<file path="config.mk">
export PLATFORM = sky130hd
export DESIGN_NAME = lsfs_top
export DESIGN_NICKNAME = d
export VERILOG_FILES = /design/src/inc/lsfs_pkg.sv /design/src/design/lsfs_sync.sv /design/src/design/lsfs_channel.sv /design/src/design/lsfs_top.sv
export VERILOG_INCLUDE_DIRS = /design/src /design/src/inc
export SDC_FILE = /design/constraint.sdc
export NUM_CORES = 1
export LEC_CHECK = 0
export BUFFER_PORTS_ARGS = -buffer_cell sky130_fd_sc_hd__buf_2
export CORE_MARGIN = 3
export CORE_UTILIZATION = 50
export DETAILED_ROUTE_END_ITERATION = 8
export PLACE_DENSITY = 0.68
export SLEW_MARGIN = 30
export SYNTH_ARGS = -nofsm -noshare
export SYNTH_HDL_FRONTEND = slang
export SYNTH_SLANG_ARGS = --single-unit
</file>
<file path="constraint.sdc">
create_clock -name core_clk -period 3.3 [get_ports core_clk]
set_clock_uncertainty 0.05 [all_clocks]
set_input_delay 0.165 -clock core_clk [delete_from_list [all_inputs] [get_ports core_clk]]
set_output_delay 0.165 -clock core_clk [all_outputs]
set_load 0.01 [all_outputs]
</file>
<file path="src/inc/lsfs_defs.svh">
`ifndef LSFS_DEFS_SVH
`define LSFS_DEFS_SVH

// Timebase and interval figures
`define LSFS_CLK_HZ 40000000
`define LSFS_IDLE_US 4000
`define LSFS_FAULT_US 128000
`define LSFS_RAMP_US 200
`define LSFS_IDLE_CYC ((`LSFS_CLK_HZ / 1000000) * `LSFS_IDLE_US)
`define LSFS_FAULT_CYC ((`LSFS_CLK_HZ / 1000000) * `LSFS_FAULT_US)
`define LSFS_RAMP_CYC ((`LSFS_CLK_HZ / 1000000) * `LSFS_RAMP_US)
`define LSFS_RAMP_STEPS 16
`define LSFS_RAMP_FULL 4'hF
`define LSFS_RAMP_ZERO 4'h0

`endif

</file>
<file path="src/inc/lsfs_pkg.sv">
package lsfs_pkg;
    typedef enum logic [1:0] {
        lsfs_ch_run,
        lsfs_ch_hold,
        lsfs_ch_retest
    } lsfs_ch_state_t;
    typedef logic [3:0] lsfs_level_t;
endpackage

</file>
<file path="src/design/lsfs_sync.sv">
`timescale 1ns/1ps
module lsfs_sync #(
    parameter int WIDTH = 1
) (
    input wire logic core_clk,
    input wire logic rst,
    input wire logic clk_en,
    input wire logic [WIDTH-1:0] async_in,
    output logic [WIDTH-1:0] sync_out
);
    logic [WIDTH-1:0] meta_ff;
    logic [WIDTH-1:0] sync_ff;

    // First stage is read by the second stage only
    always_ff @(posedge core_clk or posedge rst) begin
        if (rst) begin
            meta_ff <= '0;
            sync_ff <= '0;
        end else if (clk_en) begin
            meta_ff <= async_in;
            sync_ff <= meta_ff;
        end
    end

    assign sync_out = sync_ff;
endmodule // lsfs_sync

</file>
<file path="src/design/lsfs_channel.sv">
`timescale 1ns/1ps
`include "lsfs_defs.svh"
module lsfs_channel
    import lsfs_pkg::*;
#(
    parameter int FAULT_CYC = `LSFS_FAULT_CYC
) (
    input wire logic core_clk,
    input wire logic rst,
    input wire logic clk_en,
    input wire logic allow,
    input wire logic dim,
    input wire logic open_short,
    output logic sink_on,
    output logic fault_active
);
    localparam int CW = $clog2(FAULT_CYC + 1);
    localparam logic [CW-1:0] LAST = CW'(FAULT_CYC - 1);

    lsfs_ch_state_t state_ff, nxt_state;
    logic [CW-1:0] cnt_ff;
    logic [CW-1:0] nxt_cnt;
    wire cnt_done = (cnt_ff == LAST);
    wire detect = allow && dim && open_short;

    always_comb begin
        nxt_state = state_ff;
        nxt_cnt = '0;
        case (state_ff)
            lsfs_ch_run: begin
                if (detect) nxt_state = lsfs_ch_hold;
            end
            lsfs_ch_hold: begin
                // Fault window timed on the internal timebase
                nxt_cnt = cnt_ff + CW'(1);
                if (cnt_done) begin
                    nxt_cnt = '0;
                    nxt_state = lsfs_ch_retest;
                end
            end
            lsfs_ch_retest: begin
                // One-cycle probe: sink on so the condition can be seen
                if (open_short) nxt_state = lsfs_ch_hold;
                else nxt_state = lsfs_ch_run;
            end
            default: nxt_state = lsfs_ch_run;
        endcase
    end

    always_ff @(posedge core_clk or posedge rst) begin
        if (rst) begin
            state_ff <= lsfs_ch_run;
            cnt_ff <= '0;
        end else if (clk_en) begin
            state_ff <= nxt_state;
            cnt_ff <= nxt_cnt;
        end
    end

    // Channel follows its own dim input while allow is high, unless it is faulted
    assign sink_on = allow && (state_ff == lsfs_ch_run ? dim :
                     state_ff == lsfs_ch_retest);
    assign fault_active = (state_ff == lsfs_ch_hold);
endmodule // lsfs_channel

</file>
<file path="src/design/lsfs_top.sv">
`timescale 1ns/1ps
`include "lsfs_defs.svh"
// Behaviour
// - Headroom-good withheld if any enabled channel is at dropout.
// - Channels with dim input low are ignored for headroom.
// - Headroom-good driven when all evaluated channels have headroom.
// - Channels off while supply lockout comparator is active.
// - Fault line held low throughout supply lockout.
// - Open or short: fault low 128ms, then retest the channel.
// - Retest clear re-enables channel, else repeat fault and retest.
// - Unaffected channels keep following their own dim input.
// - Over-temperature turns off all current sinks.
// - Leave shutdown only when cool, then soft-start ramp.
// - Fault line held low throughout thermal shutdown.
// - Fault line is open-drain, only pulls low.
// - All dim inputs low for 4ms enters low-power mode.
// - Enable with valid supply ramps current over about 200us.
// - Any dim activity leaves low-power mode at once.
// - Sink on while dim input high, off while low.
module lsfs_top
    import lsfs_pkg::*;
#(
    parameter int NUM_CH = 2,
    parameter int IDLE_CYC = `LSFS_IDLE_CYC,
    parameter int FAULT_CYC = `LSFS_FAULT_CYC,
    parameter int RAMP_CYC = `LSFS_RAMP_CYC
) (
    input wire logic core_clk,
    input wire logic rst,
    input wire logic clk_en,
    input wire logic [NUM_CH-1:0] channel_dim_in,
    input wire logic [NUM_CH-1:0] sink_dropout_in,
    input wire logic [NUM_CH-1:0] open_short_in,
    input wire logic supply_lockout_in,
    input wire logic thermal_hot_in,
    input wire logic thermal_cool_in,
    output logic [NUM_CH-1:0] channel_sink_out,
    output lsfs_level_t sink_level_out,
    output logic headroom_good_out,
    output logic shared_fault_n_o,
    output logic shared_fault_n_oe,
    output logic low_power_out
);
    localparam int SYNC_W = 3 * NUM_CH + 3;
    localparam int IW = $clog2(IDLE_CYC + 1);
    localparam int STEP_CYC = (RAMP_CYC + `LSFS_RAMP_STEPS - 1) /
                              `LSFS_RAMP_STEPS;
    localparam int RW = $clog2(STEP_CYC + 1);
    localparam logic [IW-1:0] IDLE_LAST = IW'(IDLE_CYC - 1);
    localparam logic [RW-1:0] STEP_LAST = RW'(STEP_CYC - 1);

    ////////////////////////////////////////////////////////////////////////
    // Synchronise pins and analog comparator results
    logic [SYNC_W-1:0] sync_bus;
    logic [NUM_CH-1:0] dim_s;
    logic [NUM_CH-1:0] dropout_s;
    logic [NUM_CH-1:0] open_short_s;
    logic lockout_s;
    logic hot_s;
    logic cool_s;

    lsfs_sync #(
        .WIDTH(SYNC_W)
    ) u_sync (
        .core_clk(core_clk),
        .rst(rst),
        .clk_en(clk_en),
        .async_in({channel_dim_in, sink_dropout_in, open_short_in,
                   supply_lockout_in, thermal_hot_in, thermal_cool_in}),
        .sync_out(sync_bus)
    );

    assign {dim_s, dropout_s, open_short_s, lockout_s, hot_s, cool_s} =
        sync_bus;

    ////////////////////////////////////////////////////////////////////////
    // Thermal shutdown with hysteresis between the two comparators
    logic shutdown_ff;
    logic nxt_shutdown;

    assign nxt_shutdown = hot_s ? 1'b1 :
                          (cool_s ? 1'b0 : shutdown_ff);

    always_ff @(posedge core_clk or posedge rst) begin
        if (rst) begin
            shutdown_ff <= 1'b0;
        end else if (clk_en) begin
            shutdown_ff <= nxt_shutdown;
        end
    end

    ////////////////////////////////////////////////////////////////////////
    // Idle detection and low-power mode
    logic [IW-1:0] idle_cnt_ff;
    logic [IW-1:0] nxt_idle_cnt;
    logic low_power_ff;
    logic nxt_low_power;
    wire any_dim = |dim_s;
    wire idle_done = (idle_cnt_ff == IDLE_LAST);

    assign nxt_idle_cnt = (any_dim || idle_done) ? '0 :
                          idle_cnt_ff + IW'(1);
    assign nxt_low_power = any_dim ? 1'b0 :
                           (idle_done ? 1'b1 : low_power_ff);

    always_ff @(posedge core_clk or posedge rst) begin
        if (rst) begin
            idle_cnt_ff <= '0;
            low_power_ff <= 1'b1;
        end else if (clk_en) begin
            idle_cnt_ff <= low_power_ff ? '0 : nxt_idle_cnt;
            low_power_ff <= nxt_low_power;
        end
    end

    ////////////////////////////////////////////////////////////////////////
    // Soft-start ramp, restarted by lockout, shutdown or low power
    wire allow = !lockout_s && !shutdown_ff;
    wire ramp_hold = !allow || low_power_ff;
    lsfs_level_t level_ff;
    lsfs_level_t nxt_level;
    logic [RW-1:0] step_cnt_ff;
    logic [RW-1:0] nxt_step_cnt;
    wire step_done = (step_cnt_ff == STEP_LAST);
    wire at_full = (level_ff == `LSFS_RAMP_FULL);

    // Ramp only advances while some channel is asked to conduct
    assign nxt_step_cnt = (ramp_hold || at_full || step_done || !any_dim) ?
                          '0 : step_cnt_ff + RW'(1);
    assign nxt_level = ramp_hold ? `LSFS_RAMP_ZERO :
                       ((step_done && !at_full) ? level_ff + 4'h1 :
                        level_ff);

    always_ff @(posedge core_clk or posedge rst) begin
        if (rst) begin
            step_cnt_ff <= '0;
            level_ff <= `LSFS_RAMP_ZERO;
        end else if (clk_en) begin
            step_cnt_ff <= nxt_step_cnt;
            level_ff <= nxt_level;
        end
    end

    ////////////////////////////////////////////////////////////////////////
    // Per-channel enable and open/short supervision
    logic [NUM_CH-1:0] ch_sink;
    logic [NUM_CH-1:0] ch_fault;

    genvar gi;
    generate
        for (gi = 0; gi < NUM_CH; gi++) begin : g_ch
            lsfs_channel #(
                .FAULT_CYC(FAULT_CYC)
            ) u_ch (
                .core_clk(core_clk),
                .rst(rst),
                .clk_en(clk_en),
                .allow(allow),
                .dim(dim_s[gi]),
                .open_short(open_short_s[gi]),
                .sink_on(ch_sink[gi]),
                .fault_active(ch_fault[gi])
            );
        end
    endgenerate

    ////////////////////////////////////////////////////////////////////////
    // Output registers
    wire starved = |(dim_s & ch_sink & dropout_s);
    wire fault_any = lockout_s || shutdown_ff || (|ch_fault);
    logic [NUM_CH-1:0] sink_ff;
    logic headroom_ff;
    logic fault_ff;
    lsfs_level_t out_level_ff;

    always_ff @(posedge core_clk or posedge rst) begin
        if (rst) begin
            sink_ff <= '0;
            headroom_ff <= 1'b0;
            fault_ff <= 1'b0;
            out_level_ff <= `LSFS_RAMP_ZERO;
        end else if (clk_en) begin
            sink_ff <= ch_sink;
            headroom_ff <= allow && !starved;
            fault_ff <= fault_any;
            out_level_ff <= nxt_level;
        end
    end

    assign channel_sink_out = sink_ff;
    assign sink_level_out = out_level_ff;
    assign headroom_good_out = headroom_ff;
    assign low_power_out = low_power_ff;
    // Open drain: never drive high, so wired devices cannot fight
    assign shared_fault_n_o = 1'b0;
    assign shared_fault_n_oe = fault_ff;
endmodule // lsfs_top

</file>
-- Word level (Yosys, flattened, before mapping)
Cells that the tools add are included.
- flip-flop bits (word level): 105
- output and inout port bits: 10
- logic and storage cells: 92
- input bits: 12
- mux-type cells: 23
- add/subtract/negate cells: 5
- bitwise gates (word level): 2
- reduce and logical (&&, ||, !) cells: 35
- equality and inequality tests: 13
- operators with widths (cell ; count):
    23-bit 2-to-1 mux ; 4
    23-bit by 1-bit adder with 23-bit output (second input constant) ; 2
    23-bit == test (second input constant) ; 2
    18-bit 2-to-1 mux ; 2
    18-bit by 1-bit adder with 18-bit output (second input constant) ; 1
    18-bit == test (second input constant) ; 1
    2-bit case mux with 3 select lines ; 2
    9-bit by 1-bit adder with 9-bit output (second input constant) ; 1
    9-bit == test (second input constant) ; 1
    1-bit logical AND ; 9
    9-bit 2-to-1 mux ; 1
    1-bit 2-to-1 mux ; 8
    2-bit 2-to-1 mux ; 4
    4-bit 2-to-1 mux ; 2
    1-bit logical OR ; 7
    1-bit logical NOT ; 6
    2-bit AND reduction ; 3
    3-bit AND reduction ; 2
    2-bit nonzero test ; 3
    2-bit OR reduction ; 3
    4-bit by 1-bit adder with 4-bit output (second input constant) ; 1
    2-bit AND ; 2
    2-bit by 1-bit == test with 1-bit output (second input constant) ; 2
    2-bit == test (second input constant) ; 2
    4 further kinds ; 7

-- Depth between registers and ports, before layout
- depth in word-level cells: 8
- mapped depth: 8
- mapped depth without buffers: 6

-- Cells and area by module
Synthesis repeated with hierarchy kept, for this count alone.
- cell total of the unflattened synthesis: 546
- area total of the unflattened synthesis: 5570.3 um2
- by module, submodules not included (module ; times used ; cells each ; area each (um2)):
    lsfs_channel ; 2 ; 146 ; 1415.1
    lsfs_top ; 1 ; 215 ; 2014.4
    lsfs_sync ; 1 ; 39 ; 725.7

-- Worst setup path before layout
Ideal clock, no wire load.
- kind: flip-flop to flip-flop
- start point: reg g_ch[0].u_ch.cnt_ff[0]
- end point: reg g_ch[0].u_ch.cnt_ff[14]
- stages on the path, launching flop included: 9
- arrival: 1883 ps
- period minus slack after synthesis: 2052 ps
- setup time: 119 ps
- path slack: 1248 ps
- required time: 3131 ps
- cells stage by stage: dfrtp_1 > ha_1 > nand3_2 > or4_4 > o21ai_4 > and2_1 > buf_6 > buf_8 > nor2_1
- longest elaborated chain between the ends: 3
- ends and longest elaborated chain (item ; line ; source):
    start: declaration ; lsfs_channel.sv:21 ; logic [CW-1:0] cnt_ff;
    start signal: assignment ; lsfs_channel.sv:56 ; cnt_ff <= nxt_cnt;
    23-bit by 1-bit adder with 23-bit output or 23-bit == test (tied branches) ; lsfs_channel.sv:35, lsfs_channel.sv:23 ;
    23-bit 2-to-1 mux (*) ; lsfs_channel.sv:36 ; if (cnt_done) begin
    23-bit 2-to-1 mux (*) ; lsfs_channel.sv:29 ; case (state_ff)
Every way passes the cells marked *; elsewhere a longest branch is shown, timed or not.
A chain may end at the register's enable or synchronous reset.

-- Final worst setup path
- start point: reg g_ch[0].u_ch.cnt_ff[0]
- end point: reg g_ch[0].u_ch.cnt_ff[17]
Same word-level chain as after synthesis.

==> results by group <==
Critical path
  • Worst Path Required: ~3.5 ns
  • Crit path buf inv count: 0
  • Worst-path cell chain: ha_1, nand3_2, or4_4, o21ai_4, and2_1, nor2_1
  • Reg2reg setup slack: 0.92 ns
  • Critical path class: reg2reg
  • Maximum single-stage delay on the critical path: a little under 0.6 ns
  • CP endpoint kind: flop
  • Worst path slowest cell: or4_4
  • Crit-path max FO: 15
  • Critical path launch point type: flop
  • Crit path DAT: approximately 2.6 ns
  • CP top delay family: simple AND/OR/NAND/NOR gates

Status
  • Outcome: finished, final reports clean

Timing
  • # setup viols final: 0
  • Hold Vio Cnt, Final: 0
  • Fmax: 420 MHz
  • Final setup margin: 0.917 ns
  • Hold Worst Slack: 0.136 ns
  • Setup TNS Final: 0 ns
  • Final period utilization: just over 70%
  • Worst-Margin Slew: around 0.81 ns
  • Tmin final: 2.38 ns
  • Unrepaired setup endpoints after global routing: no
  • Fin. max-slew vios: 0
  • Slew HR: a little under half

Drt
  • 1st-iter DRT viols: 275
  • DR pass1 iterations: 5
  • Drt wl/cell: about 15 µm
  • Routed vias/inst: 5.59
  • Remaining antenna violation count after routing: 0
  • Routed wire length: 9860 µm
  • DR vias: 3770
  • DRC: 0

Synthesis
  • FF+latch count, synth: between 100 and 150
  • Post-synth ARST share: between 90% and 100%
  • Synth Flop Type: dfrtp_1
  • Warning count from the yosys run: 0
  • Post-synth EDFFs: 0
  • Sequential area share after synthesis: 51.1%
  • Synth Net Count: roughly 530
  • Syn Area/Cell: between 10 and 15 µm²
  • Cells after synthesis: 511
  • Post-Syn Area: ~5100 µm²
  • Yosys cell types: 54

GRT
  • GRT Util Overall: ~18%
  • Initial antenna violation count: 0
  • Pin count of the biggest net entering global routing: 83
  • Grt total ovfl: 0
  • Vias in the first global route: 3691
  • First-pass GRT wire length: between 15000 and 20000 µm

Clocking
  • TritonCTS clock tree: built
  • Clk Latency, worst-skew pair: 0.38 ns
  • Post-CTS setup buffers: 0
  • CTS resizes: 0
  • Clock Path Buffers: 2
  • Total CTS buffers: 9
  • Clock transition at path regs: 0.11 ns
  • TritonCTS Sinks: between 100 and 150
  • CTS hold repair buffers: 10
  • CTS root buf: clkbuf_8
  • H-tree levels: 3

Placed design
  • Dpl hpwl: 6660 µm
  • Cell area after placement: roughly 5300 µm²
  • IO buf count: 20
  • Placer Congestion: around 0.86
  • Cells after DPL: ~650
  • Place WS: just over 0.9 ns

Finish
  • Non-Filler Instances: 675
  • Final net count: about 550
  • Area added between synthesis and finish: 10.1%
  • Final instance area: ~5700 µm²
  • Ant diodes: 0
  • Share of layout cells above drive strength 1: a little over an eighth

Power and ir drop
  • VDD IR max: between 200 and 300 µV
  • Pwr dens: slightly below 500 nW/µm²
  • Leakage: between 2 and 2.5 nW

Die
  • Site Rows: 36
  • Core footprint: approximately 9900 µm²
  • Die W: roughly 110 µm
  • Die area: around 12000 µm²
  • Starting density of the core: around half
  • Die height: about 110 µm
  • Ports: 22

Hold path
  • Worst Hold Class: in2reg

Job
  • Max-Cap Viols: 0
-- cell usage in the layout (no fill, tap or decap), types with 4 or more instances in the layout --
cell type      netlist  final
o31ai_1              6      6
buf_4                1      5
xor2_1              28     28
nor2_1              70     70
xnor2_1             23     23
mux2_2              21     21
a21oi_1             11     11
nand2_1             45     45
nor4_1               9      9
nor3_1              16     16
dfrtp_1            104    104
o2bb2ai_1            6      6
and4_1               4      4
buf_2                2     20
dlygate4sd3_1        0     10
nand4_1             20     20
o21ai_0             18     18
inv_1               13     12
nand3_1             29     29
ha_1                 5      5
clkbuf_8             0      9
and3_1              13     13
-- cells in the mapped netlist, drive strengths merged, types with 4 or more instances --
| master | count | area (µm²) |
|---|---|---|
| xnor2 | 23 | 201 |
| ha | 5 | 62.6 |
| mux2 | 21 | 236 |
| inv | 13 | 48.8 |
| o31ai | 6 | 45.0 |
| nand2 | 46 | 175 |
| clkbuf | 12 | 45.0 |
| buf | 8 | 70.1 |
| dfrtp | 104 | 2600 |
| and3 | 13 | 81.3 |
| nor3 | 16 | 80.1 |
| xor2 | 28 | 245 |
| o2bb2ai | 6 | 52.6 |
| a21oi | 11 | 55.1 |
| and4 | 4 | 35.0 |
| nand4 | 21 | 146 |
| o21ai | 19 | 106 |
| nor2 | 71 | 269 |
| nor4 | 9 | 56.3 |
| nand3 | 30 | 155 |
-- area by class of cell --
| type | instances | area [µm²] |
|---|---|---|
| Tap cell | 133 | 166 |
| Clock inverter | 6 | 100 |
| Clock buffer | 10 | 128 |
| Multi-Input combinational cell | 373 | 2350 |
| Fill cell | 858 | 4240 |
| Inverter | 13 | 53.8 |
| Sequential cell | 105 | 2630 |
| Timing Repair Buffer | 35 | 238 |
-- metrics by stage --
step           utilization, %  power, mW
3_5_place_dp             53.9       1.87
2_1_floorplan               -       1.78
6_report                 57.2       2.75
5_1_grt                  57.2       2.90
3_3_place_gp             53.9       1.85
4_1_cts                  57.2       2.79
-- metal layers --
metal | wire length, µm | GRT usage (%)
met1 | 4480 | 24.3
met2 | 4800 | 30.1
met3 | 457 | 5.10
met4 | 121 | 4.15
met5 | 0 | 0
-- worst register-to-register path, cell delays in order, from the launching register on --
cell and delay, ns:
dfrtp_1 0.42, ha_1 0.22, nand3_2 0.16, or4_4 0.58
o21ai_4 0.23, and2_1 0.50, nor2_1 0.12
-- flip-flops by register name, summed over array words and instances, names as in the netlist --
| signal | count |
|---|---|
| low_power_out | 1 |
| shared_fault_n_oe | 1 |
| u_sync.meta_ff | 9 |
| sink_level_out | 4 |
| idle_cnt_ff | 18 |
| u_sync.sync_out | 9 |
| g_ch.u_ch.state_ff | 4 |
| g_ch.u_ch.cnt_ff | 46 |
| shutdown_ff | 1 |
| headroom_good_out | 1 |
| step_cnt_ff | 9 |
| channel_sink_out | 2 |
-- where the power goes --
| group | total, mW | switching [mW] | internal, mW |
|---|---|---|---|
| registers | 1.47 | 0.0935 | 1.38 |
| clock network | 0.902 | 0.461 | 0.441 |
| logic | 0.373 | 0.229 | 0.144 |
| total | 2.75 | 0.783 | 1.96 |
-- final timing paths --
kind | start | endpoint | cells past startpoint
min in group asynchronous | rst | g_ch[1].u_ch.cnt_ff[20] | 3
min reg2reg | u_sync.meta_ff[1] | u_sync.meta_ff[1] | 1
max | g_ch[0].u_ch.cnt_ff[0] | g_ch[0].u_ch.cnt_ff[17] | 6
min | clk_en | g_ch[1].u_ch.state_ff[0] | 3
max reg2reg | g_ch[0].u_ch.cnt_ff[0] | g_ch[0].u_ch.cnt_ff[17] | 6
max in group asynchronous | rst | g_ch[0].u_ch.cnt_ff[14] | 4
-- kinds of logic after synthesis --
logic type | Yosys count | synth area share [%]
flip-flops | 105 | 51.1
buffers and inverters | 33 | 3.19
multiplexers | 24 | 5.18
XOR/XNOR | 51 | 8.68
adder cells (fa/ha/maj) | 5 | 1.22
other | 1 | 0.0729
AO/OA/AOI/OAI | 59 | 7.71
AND/OR/NAND/NOR | 233 | 22.9
(Power assumes the default switching activity.)
